<file path="config.mk">
export PLATFORM = sky130hd
export DESIGN_NAME = pmdis_top
export DESIGN_NICKNAME = d
export VERILOG_FILES = /design/src/core/pmdis_pkg.sv /design/src/core/pmdis_top.sv
export SDC_FILE = /design/constraint.sdc
export NUM_CORES = 1
export LEC_CHECK = 0
export ABC_AREA = 1
export BUFFER_PORTS_ARGS = -buffer_cell sky130_fd_sc_hd__buf_2
export CAP_MARGIN = 20
export CORE_MARGIN = 2
export CORE_UTILIZATION = 43
export DETAILED_ROUTE_END_ITERATION = 6
export PLACE_DENSITY = 0.71
export SLEW_MARGIN = 15
export SYNTH_ARGS = -nofsm -noshare
export SYNTH_HDL_FRONTEND = slang
export SYNTH_SLANG_ARGS = --single-unit
</file>
<file path="constraint.sdc">
create_clock -name hclk -period 2.39 [get_ports hclk]
set_clock_uncertainty 0.05 [all_clocks]
set_input_delay 0.1195 -clock hclk [delete_from_list [all_inputs] [get_ports hclk]]
set_output_delay 0.1195 -clock hclk [all_outputs]
set_load 0.02 [all_outputs]
</file>
<file path="src/core/pmdis_pkg.sv">
package pmdis_pkg;

  // ******************************************************
  // Register map (printed offsets are word indices)
  // ******************************************************
  localparam int          NUM_REGS   = 6;
  localparam int          REG_W      = 8;
  localparam int          NUM_BITS   = NUM_REGS * REG_W;
  localparam int          IDX_W      = 12;
  localparam logic [11:0] IDX_SYSTEM = 12'hEE1;
  localparam logic [11:0] IDX_TIMERS = 12'hEE2;
  localparam logic [11:0] IDX_ANALOG = 12'hEE3;
  localparam logic [11:0] IDX_PWMCAP = 12'hEE4;
  localparam logic [11:0] IDX_SERIAL = 12'hEE5;
  localparam logic [11:0] IDX_MODUL  = 12'hEE6;
  localparam logic [11:0] REG_IDX [0:NUM_REGS-1] =
    '{IDX_SYSTEM, IDX_TIMERS, IDX_ANALOG, IDX_PWMCAP, IDX_SERIAL, IDX_MODUL};
  // Implemented bit positions; all others read zero and drop writes
  localparam logic [7:0]  REG_MASK [0:NUM_REGS-1] =
    '{8'hFF, 8'h7F, 8'h67, 8'h0F, 8'hF1, 8'h01};
  localparam logic [7:0]  REG_RESET  = 8'h00;

  // ******************************************************
  // Bit positions in the flat disable vector
  // ******************************************************
  localparam int BIT_PIN_CHANGE_IRQ = 0;
  localparam int BIT_REF_CLOCK_OUT  = 1;
  localparam int BIT_NONVOL_MEM     = 2;
  localparam int BIT_MEM_SCANNER    = 3;
  localparam int BIT_CHECKSUM       = 4;
  localparam int BIT_VOLT_DETECT    = 5;
  localparam int BIT_VOLT_REF       = 6;
  localparam int BIT_SYS_CLOCK_NET  = 7;
  localparam int BIT_TIMER_0        = 8;
  localparam int BIT_ZERO_CROSS     = 16;
  localparam int BIT_COMPARATOR_1   = 17;
  localparam int BIT_COMPARATOR_2   = 18;
  localparam int BIT_ANALOG_TO_DIG  = 21;
  localparam int BIT_DIG_TO_ANALOG  = 22;
  localparam int BIT_CAPTURE_CMP_1  = 24;
  localparam int BIT_CAPTURE_CMP_2  = 25;
  localparam int BIT_PULSE_MOD_3    = 26;
  localparam int BIT_PULSE_MOD_4    = 27;
  localparam int BIT_WAVEFORM_GEN   = 32;
  localparam int BIT_SYNC_SERIAL_1  = 36;
  localparam int BIT_SYNC_SERIAL_2  = 37;
  localparam int BIT_SERIAL_PORT_1  = 38;
  localparam int BIT_SERIAL_PORT_2  = 39;
  localparam int BIT_SIGNAL_MOD     = 40;

  // ******************************************************
  // Timing
  // ******************************************************
  localparam int CLK_PERIOD_PS     = 4000;
  localparam int INSTR_CLKS        = 4;
  localparam int NVM_SETTLE_NS     = 1;
  localparam int NVM_SETTLE_CLKS   = (NVM_SETTLE_NS * 1000000 + CLK_PERIOD_PS - 1) / CLK_PERIOD_PS / 1000 * 0
                                     + (NVM_SETTLE_NS * 1000 * 1000 + CLK_PERIOD_PS - 1) / CLK_PERIOD_PS;
  localparam int CNT_W             = 9;

  localparam logic [1:0]  HTRANS_NONSEQ = 2'h2;
  localparam logic [1:0]  HTRANS_SEQ    = 2'h3;
  localparam logic        HRESP_OKAY    = 1'h0;

  // ******************************************************
  // Per-peripheral control bundle
  // ******************************************************
  typedef struct packed {
    logic [NUM_BITS-1:0] clk_en;
    logic [NUM_BITS-1:0] rst_hold;
    logic [NUM_BITS-1:0] sfr_block;
    logic [NUM_BITS-1:0] dout_low;
    logic [NUM_BITS-1:0] analog_off;
    logic [NUM_BITS-1:0] active;
  } pmdis_ctl_t;

endpackage : pmdis_pkg

</file>
<file path="src/core/pmdis_top.sv">
`timescale 1ns/100ps
module pmdis_top #(
  parameter int INSTR_CLKS      = pmdis_pkg::INSTR_CLKS,
  parameter int NVM_SETTLE_CLKS = pmdis_pkg::NVM_SETTLE_CLKS
) (
  input  wire logic                               hclk,
  input  wire logic                               hresetn,
  input  wire logic                               hsel,
  input  wire logic [31:0]                        haddr,
  input  wire logic [1:0]                         htrans,
  input  wire logic                               hwrite,
  input  wire logic [2:0]                         hsize,
  input  wire logic [31:0]                        hwdata,
  input  wire logic                               hready,
  output logic      [31:0]                        hrdata,
  output logic                                    hreadyout,
  output logic                                    hresp,
  input  wire logic                               scanner_config_enable,
  input  wire logic                               zero_cross_config_on,
  output logic                                    sys_clock_net_en,
  output logic                                    nonvolatile_mem_block,
  output logic                                    memory_control_ro,
  output logic                                    nonvolatile_mem_ready,
  output pmdis_pkg::pmdis_ctl_t                   periph_ctl
);

  localparam int NB = pmdis_pkg::NUM_BITS;

  // ******************************************************
  // AHB-Lite slave
  // ******************************************************
  logic                          wr_pend_q;
  logic                          wr_pend_d;
  logic [pmdis_pkg::IDX_W-1:0]   wr_idx_q;
  logic [31:0]                   hrdata_q;
  logic [31:0]                   hrdata_d;
  logic [NB-1:0]                 dis_q;
  logic [NB-1:0]                 dis_d;
  logic [pmdis_pkg::NUM_REGS-1:0] rd_hit;
  logic [pmdis_pkg::NUM_REGS-1:0] wr_hit;
  logic [7:0]                    rd_byte [0:pmdis_pkg::NUM_REGS-1];

  wire logic                     xfer_ok  = hsel && hready && (htrans == pmdis_pkg::HTRANS_NONSEQ ||
                                                               htrans == pmdis_pkg::HTRANS_SEQ);
  wire logic [pmdis_pkg::IDX_W-1:0] addr_idx = haddr[pmdis_pkg::IDX_W+1:2];

  assign wr_pend_d = xfer_ok && hwrite;

  genvar r;
  generate
    for (r = 0; r < pmdis_pkg::NUM_REGS; r++) begin : g_reg
      // Writes land in the data phase; unimplemented bits never store
      assign wr_hit[r] = wr_pend_q && (wr_idx_q == pmdis_pkg::REG_IDX[r]);
      assign dis_d[r*8 +: 8] = wr_hit[r] ? (hwdata[7:0] & pmdis_pkg::REG_MASK[r]) : dis_q[r*8 +: 8];
      assign rd_hit[r] = xfer_ok && !hwrite && (addr_idx == pmdis_pkg::REG_IDX[r]);
      // A read right behind a write to the same register sees the new value
      assign rd_byte[r] = wr_hit[r] ? dis_d[r*8 +: 8] : dis_q[r*8 +: 8];
    end
  endgenerate

  // Layout of all six registers is fixed by the flat bit map
  always_comb begin
    hrdata_d = 32'h0000_0000;
    if (rd_hit[0]) begin
      hrdata_d[7:0] = rd_byte[0];
    end else if (rd_hit[1]) begin
      hrdata_d[7:0] = rd_byte[1];
    end else if (rd_hit[2]) begin
      hrdata_d[7:0] = rd_byte[2];
    end else if (rd_hit[3]) begin
      hrdata_d[7:0] = rd_byte[3];
    end else if (rd_hit[4]) begin
      hrdata_d[7:0] = rd_byte[4];
    end else if (rd_hit[5]) begin
      hrdata_d[7:0] = rd_byte[5];
    end
  end

  always_ff @(posedge hclk or negedge hresetn) begin
    if (!hresetn) begin
      wr_pend_q <= 1'b0;
      wr_idx_q  <= '0;
      hrdata_q  <= 32'h0000_0000;
      dis_q     <= '0;
    end else begin
      wr_pend_q <= wr_pend_d;
      wr_idx_q  <= addr_idx;
      hrdata_q  <= hrdata_d;
      dis_q     <= dis_d;
    end
  end

  // Zero wait states, so ready and response are constant flops
  always_ff @(posedge hclk or negedge hresetn) begin
    if (!hresetn) begin
      hreadyout <= 1'b1;
      hresp     <= pmdis_pkg::HRESP_OKAY;
    end else begin
      hreadyout <= 1'b1;
      hresp     <= pmdis_pkg::HRESP_OKAY;
    end
  end

  assign hrdata = hrdata_q;

  // ******************************************************
  // Effective disables
  // ******************************************************
  logic [NB-1:0] eff_off;

  always_comb begin
    eff_off = dis_q;
    // Scanner bit only matters when the scanner is configured
    eff_off[pmdis_pkg::BIT_MEM_SCANNER] = dis_q[pmdis_pkg::BIT_MEM_SCANNER] || !scanner_config_enable;
    // Zero-cross forced on by configuration overrides its bit
    eff_off[pmdis_pkg::BIT_ZERO_CROSS]  = dis_q[pmdis_pkg::BIT_ZERO_CROSS] && !zero_cross_config_on;
    // The network bit is not a peripheral; quarter-rate users keep clocks
    eff_off[pmdis_pkg::BIT_SYS_CLOCK_NET] = 1'b0;
  end

  // ******************************************************
  // Re-enable settling, one counter per bit
  // ******************************************************
  logic [NB-1:0] active_q;
  logic [NB-1:0] eff_off_q;

  genvar b;
  generate
    for (b = 0; b < NB; b++) begin : g_bit
      localparam logic [pmdis_pkg::CNT_W-1:0] SETTLE = (b == pmdis_pkg::BIT_NONVOL_MEM) ?
        pmdis_pkg::CNT_W'(NVM_SETTLE_CLKS) : pmdis_pkg::CNT_W'(INSTR_CLKS);
      logic [pmdis_pkg::CNT_W-1:0] cnt_q;
      logic [pmdis_pkg::CNT_W-1:0] cnt_d;
      logic                        act_d;

      // Count restarts on every disable so re-enable always begins from SETTLE
      assign cnt_d = eff_off[b] ? SETTLE :
                     (cnt_q != '0) ? cnt_q - pmdis_pkg::CNT_W'(1) : cnt_q;
      assign act_d = !eff_off[b] && (cnt_q == '0 || cnt_q == pmdis_pkg::CNT_W'(1));

      always_ff @(posedge hclk or negedge hresetn) begin
        if (!hresetn) begin
          cnt_q       <= '0;
          active_q[b] <= 1'b1;
        end else begin
          cnt_q       <= cnt_d;
          active_q[b] <= act_d;
        end
      end
    end
  endgenerate

  // ******************************************************
  // Registered control outputs
  // ******************************************************
  always_ff @(posedge hclk or negedge hresetn) begin
    if (!hresetn) begin
      eff_off_q             <= '0;
      sys_clock_net_en      <= 1'b1;
      nonvolatile_mem_block <= 1'b0;
      memory_control_ro     <= 1'b0;
      nonvolatile_mem_ready <= 1'b1;
    end else begin
      eff_off_q             <= eff_off;
      sys_clock_net_en      <= !dis_q[pmdis_pkg::BIT_SYS_CLOCK_NET];
      nonvolatile_mem_block <= dis_q[pmdis_pkg::BIT_NONVOL_MEM];
      memory_control_ro     <= dis_q[pmdis_pkg::BIT_NONVOL_MEM];
      // Software must still hold off until this rises
      nonvolatile_mem_ready <= active_q[pmdis_pkg::BIT_NONVOL_MEM] && !eff_off[pmdis_pkg::BIT_NONVOL_MEM];
    end
  end

  assign periph_ctl.clk_en     = ~eff_off_q;
  assign periph_ctl.rst_hold   = eff_off_q;
  assign periph_ctl.sfr_block  = eff_off_q;
  assign periph_ctl.dout_low   = eff_off_q;
  assign periph_ctl.analog_off = eff_off_q;
  assign periph_ctl.active     = active_q;

endmodule : pmdis_top

</file>
Yosys cells after proc, flatten, opt, wreduce, memory -nomap -nowiden
Cells that the tools add are included.
{"block": "word_totals", "register_bits": 599, "in_bits": 76, "out_inout_bits": 326, "elab_cells": 636}
{"block": "op_classes", "add_sub_neg": 48, "n_eq_ne": 62, "muxes": 112, "bitwise_logic": 1, "reduce_logical": 309}
{"op": "9-bit two-way mux", "count": 94}
{"op": "9-bit by 1-bit equality test with 1-bit output, second input constant", "count": 48}
{"op": "9-bit logical NOT", "count": 48}
{"op": "9-bit nonzero test", "count": 48}
{"op": "9-bit by 1-bit subtractor with 9-bit output, second input constant", "count": 48}
{"op": "12-bit equality test, second input constant", "count": 12}
{"op": "8-bit two-way mux", "count": 18}
{"op": "2-bit nonzero test", "count": 47}
{"op": "1-bit logical AND", "count": 65}
{"op": "1-bit logical NOT", "count": 51}
{"op": "1-bit logical OR", "count": 50}
{"op": "48-bit inverter", "count": 1}
{"op": "2-bit equality test, second input constant", "count": 2}

Logic depth before layout (Yosys ltp)
{"block": "logic_depth", "depth_word": 11, "depth_mapped": 13}

Least setup slack after synthesis
OpenSTA, ideal clock, no wires.
{"block": "synth_path", "path_type": "flip-flop to flip-flop", "from": "register g_bit[18].cnt_q[0] in the netlist's numbering", "to": "register g_bit[18].cnt_q[7] in the netlist's numbering", "setup_ns": 0.123, "arrival_time_ns": 1.435, "slack_ns": 0.781, "path_stages_with_launch": 11, "path_buffers": 0, "synth_period_minus_slack_ns": 1.609, "cell_sequence": "dfrtp_1 inv_1 ha_1 nand3_1 nor2_1 nand2_1 inv_1 nor2_1 nand2_1 o21ai_0 a21oi_1"}
{"block": "synth_via", "elab_chain_len": 3, "elab_cells_between_ends": 5, "classes_between": "1 x add/sub; 2 x mux; 2 x reduce/logical"}
{"element": "start: declaration", "line_no": "pmdis_top.sv:132", "source": "logic [pmdis_pkg::CNT_W-1:0] cnt_q;"}
{"element": "start signal: assignment", "line_no": "pmdis_top.sv:146", "source": "cnt_q <= cnt_d;"}
{"element": "9-bit by 1-bit subtractor with 9-bit output", "line_no": "pmdis_top.sv:138", "source": "(cnt_q != '0) ? cnt_q - pmdis_pkg::CNT_W'(1) : cnt_q;"}
{"element": "9-bit two-way mux", "line_no": "pmdis_top.sv:138"}
{"element": "9-bit two-way mux", "line_no": "pmdis_top.sv:137", "source": "assign cnt_d = eff_off[b] ? SETTLE :"}
Parallel ways exist; a longest one is shown, timed or not. The select of a mux whose other input is x is not followed.
A chain may end at the register's enable or synchronous reset.

Worst setup path in the final report
{"block": "layout_path", "from": "register wr_idx_q[8] in the netlist's numbering", "to": "register hrdata_q[3] (netlist: hrdata[3])"}
{"block": "layout_via", "elab_chain_len": 10, "elab_cells_between_ends": 30, "classes_between": "6 x eq/ne; 18 x mux; 6 x reduce/logical"}
{"element": "start: declaration", "line_no": "pmdis_top.sv:34", "source": "logic [pmdis_pkg::IDX_W-1:0] wr_idx_q;"}
{"element": "start signal: assignment", "line_no": "pmdis_top.sv:87", "source": "wr_idx_q <= addr_idx;"}
{"element": "12-bit equality test", "line_no": "pmdis_top.sv:53", "source": "assign wr_hit[r] = wr_pend_q && (wr_idx_q == pmdis_pkg::REG_IDX[r]);"}
{"element": "1-bit logical AND", "line_no": "pmdis_top.sv:53"}
{"element": "8-bit two-way mux", "line_no": "pmdis_top.sv:54", "source": "assign dis_d[r*8 +: 8] = wr_hit[r] ? (hwdata[7:0] & pmdis_pkg::REG_MASK[r]) : dis_q[r*8 +: 8];"}
{"element": "8-bit two-way mux", "line_no": "pmdis_top.sv:57", "source": "assign rd_byte[r] = wr_hit[r] ? dis_d[r*8 +: 8] : dis_q[r*8 +: 8];"}
{"element": "8-bit two-way mux", "line_no": "pmdis_top.sv:74", "source": "end else if (rd_hit[5]) begin"}
{"element": "8-bit two-way mux", "line_no": "pmdis_top.sv:72", "source": "end else if (rd_hit[4]) begin"}
{"element": "8-bit two-way mux", "line_no": "pmdis_top.sv:70", "source": "end else if (rd_hit[3]) begin"}
{"element": "8-bit two-way mux", "line_no": "pmdis_top.sv:68", "source": "end else if (rd_hit[2]) begin"}
{"element": "8-bit two-way mux", "line_no": "pmdis_top.sv:66", "source": "end else if (rd_hit[1]) begin"}
{"element": "8-bit two-way mux (*)", "line_no": "pmdis_top.sv:64", "source": "if (rd_hit[0]) begin"}
{"element": "net hrdata_d[3]", "line_no": "pmdis_top.sv:36", "source": "logic [31:0] hrdata_d;"}
{"element": "end signal: assignment", "line_no": "pmdis_top.sv:88", "source": "hrdata_q <= hrdata_d;"}
{"element": "end: declaration", "line_no": "pmdis_top.sv:35", "source": "logic [31:0] hrdata_q;"}
Mark *: on every way through the listed nets, which the timed path passes. The rest lies on a longest branch.

==> impl_results.md <==
* Number of setup buffers added after CTS at 0
* Length in cells of the worst reg-to-reg path at 10
* Power Density at 789 nW/µm²
* Final Hold Violating Endpoints at 0
* Std-Cell Rows at 96
* Psw at 7480 µW
* Global placement routability congestion at between 0.8 and 0.9
* DRC at 0
* Tmin final at 2030 ps
* Number of antenna violations at the first check in global routing at 8
* Number of cells after detailed placement at about 4500
* Proportion of synthesized flip-flops having asynchronous set or reset at 100%
* Num Clock Sinks at 598
* Classification of the worst setup path: reg -> reg
* All-layer global routing usage at ~18%
* Initial DRT Pass Iterations at 5
* HPWL reported at the end of detailed placement at 45000 µm
* Vias at 22700
* Overall die area at between 70000 and 80000 µm²
* Most repeated library cell on the critical path: nand2_1
* Maximum vdd drop at 0.412 mV
* Ordered list of cells on the worst path: inv_1 -> nand2_1 -> nor2_1 -> nand3_1 -> o21ai_2 -> nand2_1 -> nand2_1 -> nand2_1 -> nand2_1 -> nand2_1
* Average wire per standard cell at 13.3 µm
* Data required time at the worst endpoint at ~2800 ps
* Clock tree from TritonCTS: yes
* Critical Path Slowest Stage Cell: nand3_1
* Worst-Margin Slew at 676 ps
* Number of global-route vias before repair at 21200
* Start point of the critical path: wr_idx_q[8]$_DFF_PN0_
* Antenna violation net count after detailed routing at 0
* Die height at ~270 µm
* Slew HR at between 50% and 60%
* Layout-stage area growth over the synthesis result at 14.7%
* RSZ-0062 raised after global routing: false
* Final Max Slew Viols at 0
* Clock latency at the later pin of the worst-skew pair at 600 ps
* Fin nets at 3895
* Seq pwr share at around 45%
* Outcome: finished, final reports clean
* Effective utilization at floorplan at 43.3%
* Post-detailed-routing wire length at 62200 µm
* Count of flip-flops with a built-in enable after synthesis at 0
* Std-Cell Core Area at just under 70000 µm²
* Max-cap viol count at 0
* Comb pwr share at 14.9%
* Kind of end point of the critical path: flop
* Cell Area, Synth at 29500 µm²
* Post-Route Setup TNS at 0 ps
* Iteration-0 DRC count of the detailed router at roughly 1400
* Wire length of the first global-routing pass at 103000 µm
* Yosys synthesis warning count at 0
* Arrival @ worst endpoint at 2470 ps
* Reg-to-reg slack, setup at between 300 and 400 ps
* DR vias/cell at 4.87
* Number of H-tree levels at 3
* Highest Clock Rate at 492 MHz
* R2r startpoint: wr_idx_q[8]$_DFF_PN0_
* Part of the total power dissipated in the clock network at 40.0%
* Post-route insts no fill at 4663
* Seq/Total Area, Yosys at 50.9%
* Leak at 0.0179 µW
* Internal power at 19300 µW
* Total clock buffers created by CTS at 69
* Flop and latch count out of synthesis at 598
* Worst min-delay path class: in -> async
* Crit path launch type: flop
* Critical path endpoint: hrdata[3]$_DFF_PN0_
* Most frequently used flop master after synthesis: dfrtp_1
* Buffer depth of the longest clock path at 3
* Ratio of cells with drive above 1 in the final layout at about 15%
* Buffers added on ports at 322
* Syn avg cell area at around 8.6 µm²
* Post-synthesis cell type count at 53
* Chip Width at 266 µm
* Delay of the slowest cell on the worst path at around 460 ps
* Io pins at 402
* Post-Syn Instances at 3442
* Critical-path maximum fanout at 11
* Clock-pin slew of the registers on the worst-case setup and hold paths at 60 ps
* Maximum number of pins on one net before global-route repair at 68
* Switching share of total power at 28.0%
* Overflow left after global routing at 0
* Critical register-to-register path endpoint: hrdata[3]$_DFF_PN0_
* Number of setup violations in the final report at 0
* Post-cts hold buffer count at 25
* Crit share post-route at between 80% and 90%
* Clock tree root buffer cell: clkbuf_16
* Gates resized, CTS repair at 0
* # fillers at 6352
cell usage after synthesis (10+ instances only):
| cell type | number | area (µm²) |
|---|---|---|
| inv_1 | 600 | 2250 |
| dfrtp_1 | 548 | 13700 |
| nand2_1 | 488 | 1830 |
| nor2_1 | 333 | 1250 |
| o21ai_0 | 236 | 1180 |
| nand3_1 | 216 | 1080 |
| buf_4 | 178 | 1340 |
| a21oi_1 | 160 | 801 |
| nor3_1 | 159 | 796 |
| ha_1 | 96 | 1200 |
| nand4_1 | 71 | 444 |
| xor2_1 | 66 | 578 |
| dfstp_2 | 50 | 1310 |
| xnor2_1 | 23 | 201 |
| o21ai_1 | 22 | 110 |
| and2_1 | 15 | 93.8 |
| o31ai_1 | 15 | 113 |
| o41ai_1 | 15 | 131 |
| a211oi_1 | 14 | 105 |
| nor4_1 | 14 | 87.6 |
| nor2_2 | 11 | 68.8 |
| o211ai_1 | 10 | 75.1 |
power by group through the flow:
stage	logic (µW)	clock network (µW)	registers (µW)
2_1_floorplan	3050	0	12000
3_3_place_gp	3790	0	12200
3_5_place_dp	3970	0	12200
4_1_cts	4020	11000	12000
5_1_grt	4720	11500	12200
6_report	3990	10700	12000
kinds of logic (layout without fill, tap and decap cells):
family                   count (synthesis)  after routing  synth area share (%)
XOR/XNOR                                89             89                  2.64
adder cells (fa/ha/maj)                 96             96                  4.07
flip-flops                             598            598                  50.9
other                                    2             33                0.0254
buffers and inverters                  804           1112                  12.6
AND/OR/NAND/NOR                       1350           1350                  20.4
AO/OA/AOI/OAI                          503            503                  9.40
placed cells by master, fill, tap and decap left out, drive strengths merged, types with 17 or more instances in the layout:
| cell | count |
|---|---|
| inv | 611 |
| dfrtp | 548 |
| nand2 | 497 |
| nor2 | 352 |
| buf | 350 |
| o21ai | 264 |
| nand3 | 221 |
| nor3 | 161 |
| a21oi | 160 |
| clkbuf | 102 |
| ha | 96 |
| nand4 | 71 |
| xor2 | 66 |
| dfstp | 50 |
| conb | 31 |
| dlygate4sd3 | 25 |
| xnor2 | 23 |
| clkinv | 17 |
worst max-delay path, delay by kind of cell, from the launching register on:
| family | cells | cell delay (ps) |
|---|---|---|
| AND/OR/NAND/NOR | 8 | 1140 |
| buffers and inverters | 1 | 70 |
| flip-flops | 1 | 350 |
| AO/OA/AOI/OAI | 1 | 310 |
sequential cells by signal, summed over array words and instances (netlist names):
signal,flops
hrdata,8
wr_idx_q,12
g_bit.cnt_q,432
nonvolatile_mem_ready,1
eff_off_q,47
wr_pend_q,1
periph_ctl,48
dis_q,48
sys_clock_net_en,1
through the flow:
stage                     hold WS [ps]  utilization, %  worst slack [ps]  area (µm²)  power (µW)
final                             90.1            49.6               359       33900       26700
after global placement             137            45.9               473       31300       16000
after CTS                         59.9            49.6               406       33900       27100
after detailed placement           136            45.9               425       31300       16200
after global routing               104            49.6               219       33900       28400
after floorplan                   -226               -               781       29600       15100
layout make-up:
class                   instances  area, µm²  area share (%)
flip-flops and latches        598      15000            44.4
multi-input cells            2069      10900            32.2
inverters                     610       2290            6.77
repair buffers                375       2220            6.55
clock buffers                 102       2030            6.00
well taps                     882       1100            3.26
clock inverters                25        297           0.875
diodes                          2       5.00          0.0148
how the worst min path moves through the flow:
stage                        from                        endpoint  cells past startpoint
after global placement    hresetn  g_bit[30].cnt_q[4]$_DFFE_PN0P_                      1
final                     hresetn  g_bit[30].cnt_q[4]$_DFFE_PN0P_                      2
after floorplan           hresetn              dis_q[0]$_DFF_PN0_                      0
after global routing       hready             hrdata[4]$_DFF_PN0_                      7
after detailed placement  hresetn  g_bit[30].cnt_q[4]$_DFFE_PN0P_                      1
after CTS                  hready             hrdata[7]$_DFF_PN0_                      7
per-layer routing:
layer  GRT usage [%]  part of all wire [%]  wire length [µm]  vias up
met2            28.3                    45             28300      472
met4            5.34                   2.0              1230        8
met5               0                 0.082                51        -
met3            4.01                   5.5              3440       89
li1                -                     -                 -    11500
met1            24.0                    47             29200    10700
Note: power is estimated with default switching activity, not from simulation.
